[src/rtl/sabd_pkg.sv]
package sabd_pkg;

	// Bus widths
	localparam int BANK_W  = 2;   // Bank select width
	localparam int ADDR_W  = 13;  // Multiplexed address bus width
	localparam int COL_W   = 11;  // Column address width (bits 9:0 and 11)
	localparam int DATA_W  = 8;   // Data lines width
	localparam int NBANKS  = 4;   // Bank count

	// Field positions on the address bus
	localparam int AP_BIT    = 10;  // Auto-precharge flag position
	localparam int COL_HI    = 11;  // Upper column bit position
	localparam int COL_LO_HI = 9;   // Top of the low column field

	// Reset values and bank masks
	localparam logic [ADDR_W-1:0] ROW_RST = 13'h0000;  // Row register reset
	localparam logic [COL_W-1:0]  COL_RST = 11'h000;   // Column register reset
	localparam logic [NBANKS-1:0] MASK_NONE = 4'h0;    // No bank mask
	localparam logic [NBANKS-1:0] MASK_ALL  = 4'hF;    // All banks mask

	// Decoded commands
	typedef enum logic [3:0] {
		SABD_NOP, SABD_ACT, SABD_PRE, SABD_RD, SABD_WR,
		SABD_MRS, SABD_REF, SABD_BST, SABD_DESEL
	} sabd_cmd_t;

endpackage : sabd_pkg

[src/rtl/sabd_if.sv]
`timescale 1ns/1ps
`default_nettype none
// Decoded command bundle between decoder and top
interface sabd_if;
	sabd_pkg::sabd_cmd_t cmd;       // Decoded command
	logic                valid;     // Command sampled with clock enabled
	logic                dmask;     // Data mask level this edge
	modport dec (output cmd, output valid, output dmask);
	modport use_side (input cmd, input valid, input dmask);
endinterface : sabd_if
`default_nettype wire

[src/rtl/sabd_cmd_decode.sv]
`timescale 1ns/1ps
`default_nettype none
// Turns strobe levels into a command, combinationally
module sabd_cmd_decode
(
	input  wire logic i_cke,
	input  wire logic i_cs_n,
	input  wire logic i_ras_n,
	input  wire logic i_cas_n,
	input  wire logic i_we_n,
	input  wire logic i_dqm,
	sabd_if.dec       bus
);
	// Strobe truth table
	always_comb
	begin
		bus.valid = i_cke; // RULE_10
		bus.dmask = i_dqm; // RULE_08
		if (i_cs_n)
		begin
			bus.cmd = sabd_pkg::SABD_DESEL;
		end
		else
		begin
			unique case ({i_ras_n, i_cas_n, i_we_n}) // RULE_09
				3'h0: bus.cmd = sabd_pkg::SABD_MRS;
				3'h1: bus.cmd = sabd_pkg::SABD_REF;
				3'h2: bus.cmd = sabd_pkg::SABD_PRE;
				3'h3: bus.cmd = sabd_pkg::SABD_ACT;
				3'h4: bus.cmd = sabd_pkg::SABD_WR;
				3'h5: bus.cmd = sabd_pkg::SABD_RD;
				3'h6: bus.cmd = sabd_pkg::SABD_BST;
				3'h7: bus.cmd = sabd_pkg::SABD_NOP;
			endcase
		end
	end
endmodule : sabd_cmd_decode
`default_nettype wire

[src/rtl/sabd_top.sv]
// Behaviour
// RULE_01 - Bank commands act on selected bank only
// RULE_02 - Activate captures all thirteen bits as row
// RULE_03 - Column from bits 9:0 and 11
// RULE_04 - Flag high: precharge bank after burst
// RULE_05 - Flag low: bank stays open after burst
// RULE_06 - Precharge with flag high closes all banks
// RULE_07 - Precharge with flag low closes one bank
// RULE_08 - One mask gates all eight data lines
// RULE_09 - Commands decoded from strobes at rising edge
// RULE_10 - Clock enable low freezes command sampling
`timescale 1ns/1ps
`default_nettype none
module sabd_top
#(
	parameter int BURST_LEN = 4  // Beats per burst before auto-precharge
)
(
	input  wire logic                           i_clock,
	input  wire logic                           i_rstn,
	input  wire logic                           i_cke,
	input  wire logic                           i_cs_n,
	input  wire logic                           i_ras_n,
	input  wire logic                           i_cas_n,
	input  wire logic                           i_we_n,
	input  wire logic                           i_dqm,
	input  wire logic [sabd_pkg::BANK_W-1:0]    i_bank_select,
	input  wire logic [sabd_pkg::ADDR_W-1:0]    i_multiplexed_address_bus,
	input  wire logic [sabd_pkg::DATA_W-1:0]    i_data_lines,
	input  wire logic [sabd_pkg::DATA_W-1:0]    i_rd_data,
	output logic      [sabd_pkg::DATA_W-1:0]    o_data_lines,
	output logic                                o_data_lines_oe,
	output logic      [sabd_pkg::NBANKS-1:0]    o_bank_open,
	output logic      [sabd_pkg::ADDR_W-1:0]    o_row_addr,
	output logic      [sabd_pkg::COL_W-1:0]     o_col_addr,
	output logic      [sabd_pkg::BANK_W-1:0]    o_bank,
	output logic                                o_wr_en,
	output logic      [sabd_pkg::DATA_W-1:0]    o_wr_data,
	output logic                                o_rd_en,
	output logic      [sabd_pkg::NBANKS-1:0]    o_precharge
);

	sabd_if cmd_bus ();  // Decoded command bundle

	// Strobe decoder
	sabd_cmd_decode u_dec
	(
		.i_cke   (i_cke),
		.i_cs_n  (i_cs_n),
		.i_ras_n (i_ras_n),
		.i_cas_n (i_cas_n),
		.i_we_n  (i_we_n),
		.i_dqm   (i_dqm),
		.bus     (cmd_bus)
	);

	typedef enum logic [1:0] {SABD_IDLE, SABD_RBURST, SABD_WBURST} sabd_burst_t;

	localparam logic [7:0] LAST_BEAT = 8'(BURST_LEN - 1);  // Final beat count

	logic                          live;       // Command taken this edge
	logic                          ap;         // Auto-precharge flag
	logic [sabd_pkg::NBANKS-1:0]   sel_onehot; // Selected bank one-hot
	logic [sabd_pkg::COL_W-1:0]    col;        // Column from address bus
	logic [sabd_pkg::NBANKS-1:0]   pre_mask;   // Banks to close this edge
	logic                          burst_end;  // Last beat of a burst
	sabd_burst_t                   burst_ff;   // Burst state
	logic [7:0]                    beat_ff;    // Beat counter
	logic                          ap_pend_ff; // Auto-precharge pending
	logic [sabd_pkg::BANK_W-1:0]   ap_bank_ff; // Bank owed a precharge
	logic [sabd_pkg::NBANKS-1:0]   open_ff;    // Open bank map

	assign live = cmd_bus.valid; // RULE_10
	assign ap   = i_multiplexed_address_bus[sabd_pkg::AP_BIT];
	assign sel_onehot = sabd_pkg::NBANKS'(1) << i_bank_select; // RULE_01
	assign col = {i_multiplexed_address_bus[sabd_pkg::COL_HI],
		i_multiplexed_address_bus[sabd_pkg::COL_LO_HI:0]}; // RULE_03
	assign burst_end = (burst_ff != SABD_IDLE) && (beat_ff >= LAST_BEAT) && i_cke;

	// Banks to precharge this edge: command or burst end
	always_comb
	begin
		pre_mask = sabd_pkg::MASK_NONE;
		if (burst_end && ap_pend_ff)
		begin
			pre_mask = sabd_pkg::NBANKS'(1) << ap_bank_ff; // RULE_04
		end
		if (live && cmd_bus.cmd == sabd_pkg::SABD_PRE)
		begin
			if (ap)
			begin
				pre_mask = sabd_pkg::MASK_ALL; // RULE_06
			end
			else
			begin
				pre_mask = pre_mask | sel_onehot; // RULE_07
			end
		end
	end

	// Row capture on activate
	always_ff @(posedge i_clock or negedge i_rstn)
	begin
		if (!i_rstn)
		begin
			o_row_addr <= sabd_pkg::ROW_RST;
		end
		else if (live && cmd_bus.cmd == sabd_pkg::SABD_ACT)
		begin
			o_row_addr <= i_multiplexed_address_bus; // RULE_02
		end
	end

	// Column and bank capture on read, write or activate
	always_ff @(posedge i_clock or negedge i_rstn)
	begin
		if (!i_rstn)
		begin
			o_col_addr <= sabd_pkg::COL_RST;
			o_bank     <= '0;
		end
		else if (live && (cmd_bus.cmd == sabd_pkg::SABD_RD ||
			cmd_bus.cmd == sabd_pkg::SABD_WR || cmd_bus.cmd == sabd_pkg::SABD_ACT))
		begin
			o_col_addr <= col; // RULE_03
			o_bank     <= i_bank_select; // RULE_01
		end
	end

	// Burst tracking and auto-precharge bookkeeping
	always_ff @(posedge i_clock or negedge i_rstn)
	begin
		if (!i_rstn)
		begin
			burst_ff   <= SABD_IDLE;
			beat_ff    <= 8'h00;
			ap_pend_ff <= 1'b0;
			ap_bank_ff <= '0;
		end
		else if (live && (cmd_bus.cmd == sabd_pkg::SABD_RD ||
			cmd_bus.cmd == sabd_pkg::SABD_WR))
		begin
			// New column command restarts the burst
			burst_ff   <= (cmd_bus.cmd == sabd_pkg::SABD_RD) ? SABD_RBURST : SABD_WBURST;
			// Write command edge already carries the first beat of the burst
			beat_ff    <= (cmd_bus.cmd == sabd_pkg::SABD_WR) ? 8'h01 : 8'h00;
			ap_pend_ff <= ap; // RULE_04 RULE_05
			ap_bank_ff <= i_bank_select;
		end
		else if (live && cmd_bus.cmd == sabd_pkg::SABD_BST)
		begin
			burst_ff   <= SABD_IDLE;
			ap_pend_ff <= 1'b0;
		end
		else if (burst_end)
		begin
			burst_ff   <= SABD_IDLE;
			ap_pend_ff <= 1'b0;
		end
		else if (burst_ff != SABD_IDLE && i_cke)
		begin
			beat_ff <= beat_ff + 8'h01;
		end
	end

	// Open bank map
	always_ff @(posedge i_clock or negedge i_rstn)
	begin
		if (!i_rstn)
		begin
			open_ff <= sabd_pkg::MASK_NONE;
		end
		else
		begin
			open_ff <= (open_ff & ~pre_mask) |
				((live && cmd_bus.cmd == sabd_pkg::SABD_ACT) ? sel_onehot
				: sabd_pkg::MASK_NONE); // RULE_01 RULE_05
		end
	end

	// Precharge pulse out
	always_ff @(posedge i_clock or negedge i_rstn)
	begin
		if (!i_rstn)
		begin
			o_precharge <= sabd_pkg::MASK_NONE;
		end
		else
		begin
			o_precharge <= pre_mask; // RULE_06 RULE_07
		end
	end

	// Write beat to core, one mask for all lines
	always_ff @(posedge i_clock or negedge i_rstn)
	begin
		if (!i_rstn)
		begin
			o_wr_en   <= 1'b0;
			o_wr_data <= '0;
		end
		else
		begin
			o_wr_en   <= i_cke && !cmd_bus.dmask && ((live && cmd_bus.cmd ==
				sabd_pkg::SABD_WR) || burst_ff == SABD_WBURST); // RULE_08
			o_wr_data <= i_data_lines;
		end
	end

	// Read beat request and data line drive
	always_ff @(posedge i_clock or negedge i_rstn)
	begin
		if (!i_rstn)
		begin
			o_rd_en         <= 1'b0;
			o_data_lines    <= '0;
			o_data_lines_oe <= 1'b0;
		end
		else
		begin
			o_rd_en         <= i_cke && burst_ff == SABD_RBURST;
			o_data_lines    <= i_rd_data;
			o_data_lines_oe <= i_cke && !cmd_bus.dmask && burst_ff == SABD_RBURST; // RULE_08
		end
	end

	assign o_bank_open = open_ff;

	ap_close_a: assert property (@(posedge i_clock) disable iff (!i_rstn)
		(live && cmd_bus.cmd == sabd_pkg::SABD_PRE && ap) |=> o_precharge == 4'hF)
		else $error("precharge all missed"); // RULE_06
	one_close_a: assert property (@(posedge i_clock) disable iff (!i_rstn)
		(live && cmd_bus.cmd == sabd_pkg::SABD_PRE && !ap && !burst_end)
		|=> o_precharge == $past(sel_onehot))
		else $error("single precharge wrong"); // RULE_07
	row_cap_a: assert property (@(posedge i_clock) disable iff (!i_rstn)
		(live && cmd_bus.cmd == sabd_pkg::SABD_ACT)
		|=> o_row_addr == $past(i_multiplexed_address_bus))
		else $error("row not captured"); // RULE_02
	col_cap_a: assert property (@(posedge i_clock) disable iff (!i_rstn)
		(live && cmd_bus.cmd == sabd_pkg::SABD_RD) |=> o_col_addr == $past(col))
		else $error("column not captured"); // RULE_03
	act_open_a: assert property (@(posedge i_clock) disable iff (!i_rstn)
		(live && cmd_bus.cmd == sabd_pkg::SABD_ACT) |=> (o_bank_open & $past(sel_onehot)) != 0)
		else $error("bank not opened"); // RULE_01
	auto_pre_a: assert property (@(posedge i_clock) disable iff (!i_rstn)
		(burst_end && ap_pend_ff) |=> o_precharge[$past(ap_bank_ff)])
		else $error("auto precharge missed"); // RULE_04
	no_auto_a: assert property (@(posedge i_clock) disable iff (!i_rstn)
		(burst_end && !ap_pend_ff && !(live && cmd_bus.cmd == sabd_pkg::SABD_PRE))
		|=> o_precharge == 4'h0)
		else $error("unwanted precharge"); // RULE_05
	mask_wr_a: assert property (@(posedge i_clock) disable iff (!i_rstn)
		i_dqm |=> !o_wr_en && !o_data_lines_oe)
		else $error("masked beat moved data"); // RULE_08
	cke_hold_a: assert property (@(posedge i_clock) disable iff (!i_rstn)
		!i_cke |=> $stable(o_row_addr) && !o_wr_en && !o_rd_en)
		else $error("cke low still sampled"); // RULE_10
	dec_a: assert property (@(posedge i_clock) disable iff (!i_rstn)
		(!i_cs_n && !i_ras_n && i_cas_n && i_we_n) |-> cmd_bus.cmd == sabd_pkg::SABD_ACT)
		else $error("decode wrong"); // RULE_09

endmodule : sabd_top
`default_nettype wire

[config.mk]
export PLATFORM = sky130hd
export DESIGN_NAME = sabd_top
export DESIGN_NICKNAME = d
export VERILOG_FILES = /design/src/rtl/sabd_pkg.sv /design/src/rtl/sabd_if.sv /design/src/rtl/sabd_cmd_decode.sv /design/src/rtl/sabd_top.sv
export SDC_FILE = /design/constraint.sdc
export NUM_CORES = 1
export LEC_CHECK = 0
export BUFFER_PORTS_ARGS = -buffer_cell sky130_fd_sc_hd__buf_2
export CAP_MARGIN = 0
export CORE_ASPECT_RATIO = 1.25
export CORE_MARGIN = 2
export CORE_UTILIZATION = 45
export CTS_BUF_LIST = sky130_fd_sc_hd__clkbuf_2
export DETAILED_ROUTE_END_ITERATION = 8
export HOLD_SLACK_MARGIN = 0.15
export PLACE_DENSITY_LB_ADDON = 0.12
export SLEW_MARGIN = 20
export SYNTH_ARGS = -nofsm -noshare
export SYNTH_HDL_FRONTEND = slang
export SYNTH_SLANG_ARGS = --single-unit
[constraint.sdc]
create_clock -name i_clock -period 1.8 [get_ports i_clock]
set_input_delay 0.27 -clock i_clock [delete_from_list [all_inputs] [get_ports i_clock]]
set_output_delay 0.27 -clock i_clock [all_outputs]
set_load 0.05 [all_outputs]
# == After elaboration in Yosys (flattened, before gate mapping) ==
# Memory sizes are Yosys's and may differ from the RTL's.
# Cells that the tools add are included.
# word_totals
register_bits,66
rom_bits,24
in_bits,39
output_inout_bits,53
wordCells,71
n_memories,1
# op_classes
add_sub_neg,1
order_cmp,1
eq_ne,9
shifts,2
n_mux,17
n_bitwise,4
n_reduce_logical,22
# memory_table
memory,depth,word_bits,rd,rd_clocked_by_memory_dff,write_ports,line_no,rtl
(no name shown),8,3,1,0,0,sabd_cmd_decode.sv:25,"unique case ({i_ras_n, i_cas_n, i_we_n})"
# ops
cell,count
$mux W8,4
$mux W4,5
$logic_and A1 B1 Y1,14
$add A8 B1 Y8 const B,1
$eq A4 B2 Y1 const B,2
$eq A4 B3 Y1 const B,2
$ge A8 B2 Y1 const B,1
$mux W2,4
$or A4 B4 Y4,2
$shl A1 B2 Y4 const A,2
$and A4 B4 Y4,1
$eq A4 B1 Y1 const B,1
$mux W1,4
$not A4 Y4,1
$reduce_bool A2 Y1,2
$logic_or A1 B1 Y1,3
$reduce_and A3 Y1,1
$reduce_bool A3 Y1,1
$eq A2 B1 Y1 const B,1
$eq A2 B2 Y1 const B,1
$ne A2 B1 Y1 const B,1
$ne A2 B2 Y1 const B,1
$logic_not A1 Y1,1

# == Depth between registers and ports, before layout ==
# Gate-level depths: netlist of run 1.
# depth
depth_word,11
depth_mapped,5
mapped_depth_nobuf,5

# == Modules after synthesis ==
# A second synthesis of run 1 with hierarchy kept.
# hier_totals
hier_cells,183
area_unflattened_um2,2522.4
# by_module_without_submodules
module,n_inst,cells_per_inst,area_per_inst_um2,seq_area_each_um2
sabd_top,1,173,2451.1,1651.6
sabd_cmd_decode,1,10,71.3,0.0

# == Worst setup path before layout of run 1 ==
# Ideal clock, no wire load.
# synth_path
path_type,reg2reg
start,reg beat_ff[0]
end,reg beat_ff[0]
setup_time_ns,0.134
arrival_ns,1.731
required_ns,1.666
setup_slack_ns,-0.065
stages_incl_launch_ff,6
n_path_buf,0
synth_period_minus_slack_ns,1.865
cell_sequence,dfrtp_1 > ha_1 > or4_4 > nor3_4 > mux2i_1 > o221ai_2
# synth_via
elab_chain_cells,5
word_cells_on_any_way,10
cone_classes,add/sub: 1; order compare: 1; eq/ne: 1; mux: 4; reduce/logical: 3
# synth_lines
item,line_no,rtl
start: declaration,sabd_top.sv:68,logic [7:0] beat_ff;
start signal: assignment,sabd_top.sv:146,beat_ff <= (cmd_bus.cmd == sabd_pkg::SABD_WR) ? 8'h01 : 8'h00;
start signal: assignment,sabd_top.sv:162,beat_ff <= beat_ff + 8'h01;
$add A8 B1 Y8 / $ge A8 B2 Y1 (equally long branches),"sabd_top.sv:162, sabd_top.sv:78",
$mux W8 / $logic_and A1 B1 Y1 (equally long branches),"sabd_top.sv:160, sabd_top.sv:78",
$mux W8 / $logic_and A1 B1 Y1 (equally long branches),"sabd_top.sv:155, sabd_top.sv:78",
$mux W8 / $ne A2 B1 Y1 (equally long branches),--,
$mux W8 / $reduce_and A3 Y1 (equally long branches),--,
# Parallel ways exist; a longest one is shown, timed or not. The select of a mux whose other input is x is not followed.
# A chain may end at the register's enable or synchronous reset.

# == Final worst setup path of run 1 ==
# layout_path
start,in i_cas_n
end,reg o_wr_en
# layout_via
elab_chain_cells,6
# layout_lines
item,line_no,rtl
start: declaration,sabd_top.sv:24,"input wire logic i_cas_n,"
$mem_v2 Z8 W3,--,
$mux W4,sabd_cmd_decode.sv:19,if (i_cs_n)
$eq A4 B3 Y1,sabd_top.sv:204,o_wr_en <= i_cke && !cmd_bus.dmask && ((live && cmd_bus.cmd ==
$logic_and A1 B1 Y1,sabd_top.sv:204,
$logic_or A1 B1 Y1,sabd_top.sv:205,sabd_pkg::SABD_WR) || burst_ff == SABD_WBURST);
$logic_and A1 B1 Y1,sabd_top.sv:204,
end signal: assignment,sabd_top.sv:204,
end: declaration,sabd_top.sv:37,"output logic o_wr_en,"
# No other way between the ends.

==> metrics.csv, run 1 <==
stage;metric;value;unit
status;status;finished clean;
cts;Post-CTS Setup Bufs;0;
cts;H-Tree Depth;3;
synth;Mapped Area;2460;um^2
sta;Max Fclk;0.573;GHz
cts;clock transition at the registers of the reported paths;0.17;ns
synth;net count after synthesis;210;
cts;CTS buffer count;9;
grt;initial antenna violation count;0;
synth;Ys Warns;0;
worst_setup_path;Crit path largest cell delay;0.56;ns
detailed_routing;ANT nets after route;0;
synth;Seq/Total Area, Yosys;0.671;
cts;CTS tree;built;
job;Max-cap violations;0;
place;number of cells after detailed placement;329;
grt;global-route wire length before repair;8.78;mm
place;post-DP HPWL;3.53;mm
detailed_routing;number of detailed-route iterations in the first pass;4;
detailed_routing;final WL;5.40;mm
sta;Tightest Pin Transition;0.344;ns
cells_and_area;non-filler cells, final;383;
power_and_ir_drop;static leakage;1.75;nW
worst_setup_path;CP max-delay cell;dlygate4sd3_1;
cells_and_area;Synth-to-Final Area Change;43.0;%
detailed_routing;DRC;0;
worst_setup_path;CP most frequent cell;dlygate4sd3_1;
cts;maximum clock path buffer count;2;
worst_setup_path;Setup CP Type;primary input to flop;
sta;Setup TNS Final;0;ns
grt;Total GRT Usage;0.189;
worst_setup_path;Cell Chain, Critical Path;dlygate4sd3_1, buf_2, inv_2, nand2_2, o32a_1, nor3b_1, dlygate4sd3_1;
synth;Mapped Cells;170;
sta;setup violators final;0;
sta;hold_ws;0.260;ns
floorplan;Die Span X;70.1;um
cells_and_area;layout cells sized above 1;0.395;
cts;CTS sink cnt;66;
place;GPL Wtd Cong;0.787;
floorplan;Core Rows;30;
place;I/O Buffers;91;
detailed_routing;DRT iter0 DRCs;80;
cts;worst-skew pair later-pin latency;0.48;ns
min_path;Min-Delay Path Class;primary input to flop;
detailed_routing;vias per cell;4.95;
sta;Final Cycle Share;0.970;
cells_and_area;antenna cell count;0;
synth;syn avg cell area;14.5;um^2
cells_and_area;final net count;354;
sta;final hold viol count;0;
sta;Pins Over Slew Limit;0;
floorplan;io pins;92;
floorplan;Die Y;86.7;um
grt;remaining global-route overflow;0;
cells_and_area;most frequent cells in the layout;buf_2, dfrtp_1, dlygate4sd3_1, mux2_1, clkbuf_2;
floorplan;Die ar.;6080;um^2
floorplan;Initial Utilization;0.459;
detailed_routing;Avg WL per Cell;14.1;um
grt;vias in the first global route;1914;
synth;flop and latch count out of synthesis;66;
sta;Clock Skews;0.0256;ns
detailed_routing;Vias;1896;
synth;Cell variety after synth;37;
worst_setup_path;Startpoint Class;primary input;
sta;relative max-transition margin;0.770;
worst_setup_path;crit-path max FO;5;
floorplan;core area;5370;um^2
worst_setup_path;Worst Path Required;2.22;ns
power_and_ir_drop;VDD IR max;0.000777;V
grt;largest net degree at the start of global routing;67;
cells_and_area;most common cell after layout, fill and taps aside;buf_2;
worst_setup_path;Worst Path Arrival;2.16;ns
sta;RSZ-0062 raised after global routing;no;
sta;minimum clock period;1.75;ns
cts;Clk Tree Root Cell;clkbuf_2;
power_and_ir_drop;Cell Pwr Density;1150;nW/um^2
worst_setup_path;CP endpoint kind;flop;
## metal layers
metal,GRT usage,vias up,wire length (um)
met2,0.314,56,2760
met3,0.0709,10,324
met5,0,-,0
met4,0.0804,0,88
li1,-,900,-
met1,0.222,930,2220
## registers in the layout (all words and copies together), names as in the netlist
register,flops
o_bank,2
o_rd_en,1
o_wr_en,1
o_col_addr,11
o_precharge,4
o_wr_data,8
ap_bank_ff,2
beat_ff,8
o_data_lines_oe,1
o_data_lines,8
ap_pend_ff,1
burst_ff,2
o_row_addr,13
o_bank_open,4
## synth_stat cells
library cell  number  area (um^2)
o32a_1             1         10.0
a21oi_2            1         8.76
nand2b_1           2         12.5
ha_1               1         12.5
a32oi_1            1         8.76
inv_1              8         30.0
o31a_1             1         8.76
buf_4              2         15.0
mux2_2             2         22.5
nor2_2             2         12.5
or4_4              1         11.3
or3_1              1         6.26
nand3_1            1         5.00
o22ai_1            7         43.8
inv_2              1         3.75
o221ai_2           1         15.0
nor2_1             2         7.51
or2_1              1         6.26
mux2_1            26          293
o21ai_2            1         8.76
o21ai_1            2         10.0
o32ai_1            1         8.76
nor3b_1            2         15.0
a21oi_1            7         35.0
nand2_1            5         18.8
a21o_1             1         7.51
and3_1             1         6.26
mux2i_1            1         10.0
o21ai_0            2         10.0
o21a_1             1         7.51
a22o_1             2         17.5
nor4_1             1         6.26
nor3_4             1         16.3
nand3b_1           5         37.5
dfrtp_1           66         1650
a32o_2             1         11.3
nor2b_1            8         50.1
## repair_timing
action / 4_1_cts / 5_1_grt
endpoints found under the setup margin: 0 / 1
gates resized for setup: 0 / 1
hold buffers: 38 / 0
hold endpoints to repair: 124 / 0
## critical path, delay by kind of cell
family / cells / cell delay (ns)
buffers and inverters: 4 / 1.34
AND/OR/NAND/NOR: 2 / 0.27
AO/OA/AOI/OAI: 1 / 0.29
## report_power, final
| group | internal, W | switching [W] | total (W) | leakage [nW] |
|---|---|---|---|---|
| Combinational | 0.000448 | 0.00104 | 0.00149 | 0.881 |
| Clock | 0.000175 | 0.000524 | 0.000700 | 0.0517 |
| Sequential | 0.00172 | 0.000131 | 0.00185 | 0.815 |
| Total | 0.00234 | 0.00170 | 0.00404 | 1.75 |
## path summary, 6_finish.rpt
kind	slack, ns	startpoint	endpoint	cells past startpoint
max	0.05	i_cas_n	o_wr_en$_DFF_PN0_	7
min	0.26	i_cs_n	beat_ff[0]$_DFFE_PN0P_	4
max reg2reg	0.08	beat_ff[0]$_DFFE_PN0P_	beat_ff[0]$_DFFE_PN0P_	5
min reg2reg	0.50	o_col_addr[5]$_DFFE_PN0P_	o_col_addr[5]$_DFFE_PN0P_	1
max in group asynchronous	1.19	i_rstn	beat_ff[3]$_DFFE_PN0P_	3
min in group asynchronous	0.31	i_rstn	o_rd_en$_DFF_PN0_	3
## logic make-up after synthesis
family                   synth area share
AO/OA/AOI/OAI                      0.0859
flip-flops                          0.671
adder cells (fa/ha/maj)           0.00508
multiplexers                        0.132
AND/OR/NAND/NOR                    0.0859
buffers and inverters              0.0198
## cell type report
| class | instances | area, um^2 |
|---|---|---|
| clock buffer | 9 | 45.0 |
| clock inverter | 7 | 45.0 |
| fill | 418 | 1850 |
| inverter | 9 | 33.8 |
| multi-input combinational | 93 | 769 |
| sequential | 66 | 1650 |
| tap | 64 | 80.1 |
| timing repair buffer | 135 | 893 |
## through the flow
| stage | util | total power (W) | instance area, um^2 | worst slack, ns |
|---|---|---|---|---|
| finish | 0.655 | 0.00404 | 3520 | 0.0541 |
| CTS | 0.655 | 0.00409 | 3520 | 0.0717 |
| floorplan | - | 0.00292 | 2470 | 0.0830 |
| global placement | 0.567 | 0.00330 | 3050 | 0.113 |
| detailed placement | 0.567 | 0.00331 | 3050 | 0.0943 |
| global route | 0.655 | 0.00426 | 3520 | 0.00268 |
(Power assumes the default switching activity.)
==> run 2, diff against run 1 <==
Settings changed: ABC_AREA set to 1, CORE_UTILIZATION 45 to 46.
==> metrics.csv, run 2 <==
stage;metric;value;unit;change
sta;Clock Skews;0.0341;ns;+0.00854 ns
worst_setup_path;CP startpoint;i_we_n;;
sta;Pins Over Slew Limit;0;;unchanged
synth;net count after synthesis;305;;+45%
floorplan;core area;5410;um^2;+0.70%
sta;final hold viol count;0;;unchanged
cts;CTS tree;built;;
cells_and_area;FF/Latch Area;1650;um^2;unchanged
detailed_routing;ANT nets after route;0;;unchanged
cells_and_area;final net count;442;;+25%
worst_setup_path;reg-to-reg endpoint;o_wr_en$_DFF_PN0_;;
floorplan;Die Y;87.3;um;+0.69%
synth;Post-synth EDFFs;0;;unchanged
min_path;Min-Delay Path Class;primary input to flop;;
detailed_routing;final WL;5.83;mm;+8.1%
cts;worst-skew pair later-pin latency;0.49;ns;about the same
worst_setup_path;CP Depth;6;;-1
worst_setup_path;Worst Path Arrival;1.94;ns;-0.22 ns
synth;share of flip-flops with an asynchronous set or reset;1.00;;unchanged
detailed_routing;DRC;0;;unchanged
sta;Setup TNS Final;0;ns;unchanged
floorplan;Die ar.;6160;um^2;+1.4%
cts;CTS sink cnt;66;;unchanged
cts;H-Tree Depth;3;;unchanged
cells_and_area;area of the multi-input gates;749;um^2;-2.6%
floorplan;Initial Utilization;0.472;;+0.0137
worst_setup_path;crit-path max FO;3;;-2
cts;CTS buffer count;9;;unchanged
grt;largest net degree at the start of global routing;67;;unchanged
cells_and_area;Largest Register;o_row_addr;;
place;GPL Wtd Cong;0.736;;-6.6%
cts;clock transition at the registers of the reported paths;0.20;ns;+0.03 ns
detailed_routing;number of detailed-route iterations in the first pass;4;;unchanged
grt;initial antenna violation count;0;;unchanged
sta;RSZ-0062 raised after global routing;no;;
synth;Synth top cells by count;nand2_1, dfrtp_1, inv_1, nand3_1, nor2_1;;
worst_setup_path;RR Startpoint;burst_ff[0]$_DFFE_PN0P_;;
place;placed cell area;3080;um^2;+0.99%
synth;top cells by area, synth;dfrtp_1, nand2_1, nand3_1;;
worst_setup_path;Top delay family on crit path;buffers and inverters;;
sta;relative max-transition margin;0.754;;-0.0156
sta;minimum clock period;1.53;ns;-0.213 ns
synth;area leader, netlist;dfrtp_1;;
status;status;finished clean;;
worst_setup_path;CP endpoint;o_wr_en$_DFF_PN0_;;
synth;Cell variety after synth;22;;-41%
power_and_ir_drop;static leakage;2.05;nW;+17%
sta;setup violators final;0;;unchanged
job;Max-cap violations;0;;unchanged
detailed_routing;Vias;2180;;+15%
synth;most frequent cell after synthesis;nand2_1;;
worst_setup_path;Crit path largest cell delay;0.56;ns;about the same
cells_and_area;fin area;3600;um^2;+2.3%
cts;CTS resizes;0;;unchanged
cells_and_area;layout cells sized above 1;0.290;;-0.105
synth;Most used DFF post-synth;dfrtp_1;;
sta;Tightest Pin Transition;0.368;ns;+0.0232 ns
floorplan;Die Span X;70.6;um;+0.68%
synth;Seq/Total Area, Yosys;0.647;;-0.0240
floorplan;Core Rows;30;;unchanged
cts;Clk Tree Root Cell;clkbuf_2;;
cells_and_area;Layout fillers;466;;+11%
power_and_ir_drop;Cell Pwr Density;1170;nW/um^2;+2.1%
cts;Hold-fix buffers, CTS;38;;unchanged
cells_and_area;most common cell after layout, fill and taps aside;nand2_1;;
worst_setup_path;CP most frequent cell;dlygate4sd3_1;;
worst_setup_path;worst reg-to-reg path cell count;4;;-1
sta;Max Fclk;0.652;GHz;+14%
detailed_routing;vias per cell;4.63;;-6.5%
worst_setup_path;Cell Chain, Critical Path;dlygate4sd3_1, buf_2, inv_1, nand4_1, a211oi_1, dlygate4sd3_1;;
grt;Total GRT Usage;0.207;;+0.0176
synth;flop and latch count out of synthesis;66;;unchanged
cts;Post-CTS Setup Bufs;0;;unchanged
detailed_routing;DRT iter0 DRCs;84;;+5.0%
cells_and_area;most frequent cells in the layout;nand2_1, buf_2, dfrtp_1, dlygate4sd3_1;;
sta;Final Cycle Share;0.852;;-0.118
cells_and_area;antenna cell count;0;;unchanged
detailed_routing;Avg WL per Cell;12.4;um;-12%
grt;remaining global-route overflow;0;;unchanged
cells_and_area;Synth-to-Final Area Change;41.1;%;
synth;Mapped Area;2550;um^2;+3.7%
worst_setup_path;Worst Path Required;2.21;ns;about the same
synth;top cell type's share of synthesized area;0.647;;-0.0240
cts;maximum clock path buffer count;2;;unchanged
place;post-DP HPWL;3.75;mm;+6.4%
cells_and_area;max reg flops;13;;unchanged
worst_setup_path;CP endpoint kind;flop;;
synth;syn avg cell area;9.63;um^2;-33%
worst_setup_path;CP max-delay cell;dlygate4sd3_1;;
floorplan;io pins;92;;unchanged
grt;global-route wire length before repair;9.87;mm;+12%
worst_setup_path;Startpoint Class;primary input;;
place;I/O Buffers;91;;unchanged
synth;Mapped Cells;265;;+56%
worst_setup_path;CP Buf/Inv Count;4;;unchanged
cells_and_area;Top Registers;o_row_addr (13), o_col_addr (11);;
synth;Ys Warns;0;;unchanged
power_and_ir_drop;VDD IR max;0.000772;V;-0.76%
worst_setup_path;Setup CP Type;primary input to flop;;
grt;vias in the first global route;2226;;+16%
worst_setup_path;R2R Setup Slk;0.31;ns;+0.23 ns
-- run 2: logic make-up after synthesis --
group / count (synthesis) / synth area share
AO/OA/AOI/OAI: 10 / 0.0221
flip-flops: 66 / 0.647
buffers and inverters: 33 / 0.0593
adder cells (fa/ha/maj): 1 / 0.00490
AND/OR/NAND/NOR: 155 / 0.267
-- run 2: worst min-delay path by stage --
stage,startpoint,to,slack [ns],cells past startpoint
2_1_floorplan,i_rstn,ap_bank_ff[0]$_DFFE_PN0P_,-0.03,0
3_3_place_gp,i_rstn,o_wr_en$_DFF_PN0_,0.31,2
3_5_place_dp,i_rstn,o_row_addr[11]$_DFFE_PN0P_,0.31,2
4_1_cts,i_cas_n,burst_ff[0]$_DFFE_PN0P_,0.16,6
5_1_grt,i_cas_n,burst_ff[0]$_DFFE_PN0P_,0.24,6
6_report,i_cas_n,burst_ff[0]$_DFFE_PN0P_,0.20,6
-- run 2: power breakdown --
group	total [W]	internal, W	leakage, nW	switching [W]
Combinational	0.00134	0.000358	1.13	0.000984
Clock	0.00103	0.000473	0.0869	0.000562
Sequential	0.00184	0.00171	0.836	0.000135
-- run 2: stage by stage --
step	worst slack [ns]	hold WS, ns	total power, W	cells	utilization
after floorplan	0.659	-0.0256	0.00280	265	-
after global placement	0.395	0.315	0.00313	417	0.569
after detailed placement	0.335	0.313	0.00316	417	0.569
after CTS	0.314	0.162	0.00426	471	0.666
after global routing	0.173	0.240	0.00445	471	0.666
final	0.267	0.199	0.00422	471	0.666
-- run 2: worst register-to-register path: stages, from the launching register on --
cell and delay (ns):
dfrtp_1 0.43, inv_1 0.15, nand2_1 0.07, a211oi_1 0.21, dlygate4sd3_1 0.56
-- run 2: final cells by class --
type / instances / share of cell area
sequential: 66 / 0.459
timing repair buffer: 132 / 0.242
multi-input combinational: 166 / 0.208
inverter: 27 / 0.0288
clock inverter: 7 / 0.0278
tap: 64 / 0.0222
clock buffer: 9 / 0.0125
-- run 2: metal layers --
| metal | part of all wire | GRT usage |
|---|---|---|
| met5 | 0 | 0 |
| met4 | 0.021 | 0.0875 |
| met3 | 0.049 | 0.0556 |
| met2 | 0.51 | 0.366 |
| met1 | 0.41 | 0.236 |
==> run 3, diff against run 2 <==
Settings changed: REMOVE_ABC_BUFFERS set to 1.
==> metrics.csv, run 3 (synthesis results as in run 2) <==
stage;metric;value;unit;change
place;post-DP HPWL;3.81;mm;+1.6%
grt;largest net degree at the start of global routing;67;;unchanged
grt;vias in the first global route;2207;;-0.85%
cts;CTS resizes;0;;unchanged
floorplan;Die ar.;6160;um^2;unchanged
cells_and_area;Top Registers;o_row_addr (13), o_col_addr (11);;
power_and_ir_drop;Cell Pwr Density;1160;nW/um^2;-0.70%
place;GPL Wtd Cong;0.727;;-1.2%
floorplan;io pins;92;;unchanged
detailed_routing;metal3 WL;250;um;-13%
min_path;WHS Endpoint;o_precharge[1]$_DFF_PN0_;;
detailed_routing;Met2 Routed Length;3.03;mm;+0.70%
cts;CTS buffer count;9;;unchanged
cts;CTS sink cnt;66;;unchanged
grt;global-route wire length before repair;10.1;mm;+2.8%
worst_setup_path;Top delay family on crit path;buffers and inverters;;
cts;CTS tree;built;;
worst_setup_path;Worst Path Arrival;1.95;ns;about the same
min_path;Min-Delay Startpoint;i_cas_n;;
detailed_routing;DRC;0;;unchanged
worst_setup_path;CP most frequent cell;dlygate4sd3_1;;
detailed_routing;vias per cell;4.69;;+1.4%
detailed_routing;DRT iter0 DRCs;113;;+35%
sta;RSZ-0062 raised after global routing;no;;
sta;minimum clock period;1.53;ns;-0.00531 ns
detailed_routing;Avg WL per Cell;12.7;um;+2.3%
cells_and_area;most frequent cells in the layout;nand2_1, buf_2, dfrtp_1, dlygate4sd3_1;;
worst_setup_path;Worst Path Required;2.22;ns;about the same
worst_setup_path;worst reg-to-reg path cell count;7;;+3
sta;Setup TNS Final;0;ns;unchanged
sta;Tightest Pin Transition;0.356;ns;-0.0114 ns
job;Max-cap violations;0;;unchanged
cts;maximum clock path buffer count;2;;unchanged
min_path;Min-Delay Path Class;primary input to flop;;
cts;clock transition at the registers of the reported paths;0.18;ns;-0.02 ns
power_and_ir_drop;static leakage;2.05;nW;-0.27%
worst_setup_path;Setup CP Type;primary input to flop;;
cts;worst-skew pair later-pin latency;0.50;ns;about the same
sta;Clock Skews;0.0103;ns;-0.0238 ns
grt;initial antenna violation count;0;;unchanged
place;I/O Buffers;91;;unchanged
detailed_routing;number of detailed-route iterations in the first pass;4;;unchanged
sta;setup violators final;0;;unchanged
sta;Max Fclk;0.655;GHz;+0.35%
worst_setup_path;crit-path max FO;3;;unchanged
cells_and_area;most common cell after layout, fill and taps aside;nand2_1;;
floorplan;Initial Utilization;0.472;;unchanged
worst_setup_path;CP endpoint kind;flop;;
min_path;Min-Delay Path Depth;5;;-1
cts;Clk Tree Root Cell;clkbuf_2;;
cts;H-Tree Depth;3;;unchanged
worst_setup_path;CP max-delay cell;dlygate4sd3_1;;
floorplan;Die Y;87.3;um;unchanged
cells_and_area;Synth-to-Final Area Change;41.2;%;
cells_and_area;layout cells sized above 1;0.287;;-0.00316
floorplan;Core Rows;30;;unchanged
worst_setup_path;Crit path largest cell delay;0.59;ns;+0.03 ns
power_and_ir_drop;VDD IR max;0.000717;V;-7.1%
worst_setup_path;RR Startpoint;beat_ff[0]$_DFFE_PN0P_;;
cells_and_area;max reg flops;13;;unchanged
detailed_routing;metal1 wirelength;2.62;mm;+8.1%
sta;Final Cycle Share;0.849;;-0.00295
grt;Total GRT Usage;0.215;;+0.00796
detailed_routing;final WL;5.98;mm;+2.5%
detailed_routing;top layer in use;met4;;
worst_setup_path;reg-to-reg endpoint;beat_ff[0]$_DFFE_PN0P_;;
detailed_routing;ANT nets after route;0;;unchanged
floorplan;Die Span X;70.6;um;unchanged
floorplan;core area;5410;um^2;unchanged
sta;relative max-transition margin;0.763;;+0.00847
worst_setup_path;CP Buf/Inv Count;4;;unchanged
sta;final hold viol count;0;;unchanged
cells_and_area;Largest Register;o_row_addr;;
cells_and_area;antenna cell count;0;;unchanged
sta;hold_ws;0.198;ns;-0.00167 ns
worst_setup_path;Startpoint Class;primary input;;
worst_setup_path;R2R Setup Slk;0.45;ns;+0.14 ns
cells_and_area;final net count;443;;+0.23%
detailed_routing;Vias;2215;;+1.6%
worst_setup_path;Cell Chain, Critical Path;dlygate4sd3_1, buf_2, inv_1, nand4_1, dlygate4sd3_1, a211oi_1;;
grt;remaining global-route overflow;0;;unchanged
status;status;finished clean;;
sta;Pins Over Slew Limit;0;;unchanged
run 3: routing by layer:
metal | track usage | vias up
li1 | - | 1113
met1 | 0.265 | 1037
met4 | 0.0823 | 0
met5 | 0 | -
met3 | 0.0590 | 8
met2 | 0.362 | 57
run 3: timing repair:
item | CTS | global route
setup buffers | 0 | 0
hold endpoints to repair | 122 | 0
hold buffers | 39 | 0
run 3: worst max-delay path by stage:
stage	slack, ns	depth (start not counted)	end	start
final	0.27	6	o_wr_en$_DFF_PN0_	i_we_n
after global routing	0.22	6	o_wr_en$_DFF_PN0_	i_we_n
after CTS	0.32	1	o_row_addr[3]	o_row_addr[3]$_DFFE_PN0P_
after detailed placement	0.37	8	beat_ff[0]$_DFFE_PN0P_	i_we_n
after global placement	0.39	9	beat_ff[0]$_DFFE_PN0P_	i_we_n
after floorplan	0.62	7	ap_pend_ff$_DFFE_PN0P_	i_cs_n
run 3: through the flow:
stage	total power, W	cells	setup WS [ns]	cell area [um^2]	util
2_1_floorplan	0.00279	259	0.617	2500	-
3_3_place_gp	0.00314	417	0.393	3080	0.569
3_5_place_dp	0.00316	417	0.374	3080	0.569
4_1_cts	0.00424	472	0.316	3600	0.667
5_1_grt	0.00443	472	0.215	3600	0.667
6_report	0.00420	472	0.272	3600	0.667
run 3: worst register-to-register path: cells and delay by family (launching register included):
family | cells | cell delay, ns
AND/OR/NAND/NOR | 5 | 0.57
adder cells (fa/ha/maj) | 1 | 0.20
flip-flops | 1 | 0.44
buffers and inverters | 1 | 0.05
run 3: final cells by class:
type / instances / area, um^2
inverter: 27 / 104
clock buffer: 9 / 45.0
timing repair buffer: 133 / 881
clock inverter: 7 / 93.8
tap: 64 / 80.1
sequential: 66 / 1650
multi-input combinational: 166 / 749
fill: 465 / 1800
run 3: where the power goes:
group          leakage (nW)  internal (W)  switching (W)
combinational          1.13      0.000358       0.000988
clock                0.0795      0.000457       0.000546
sequential            0.836       0.00171       0.000137
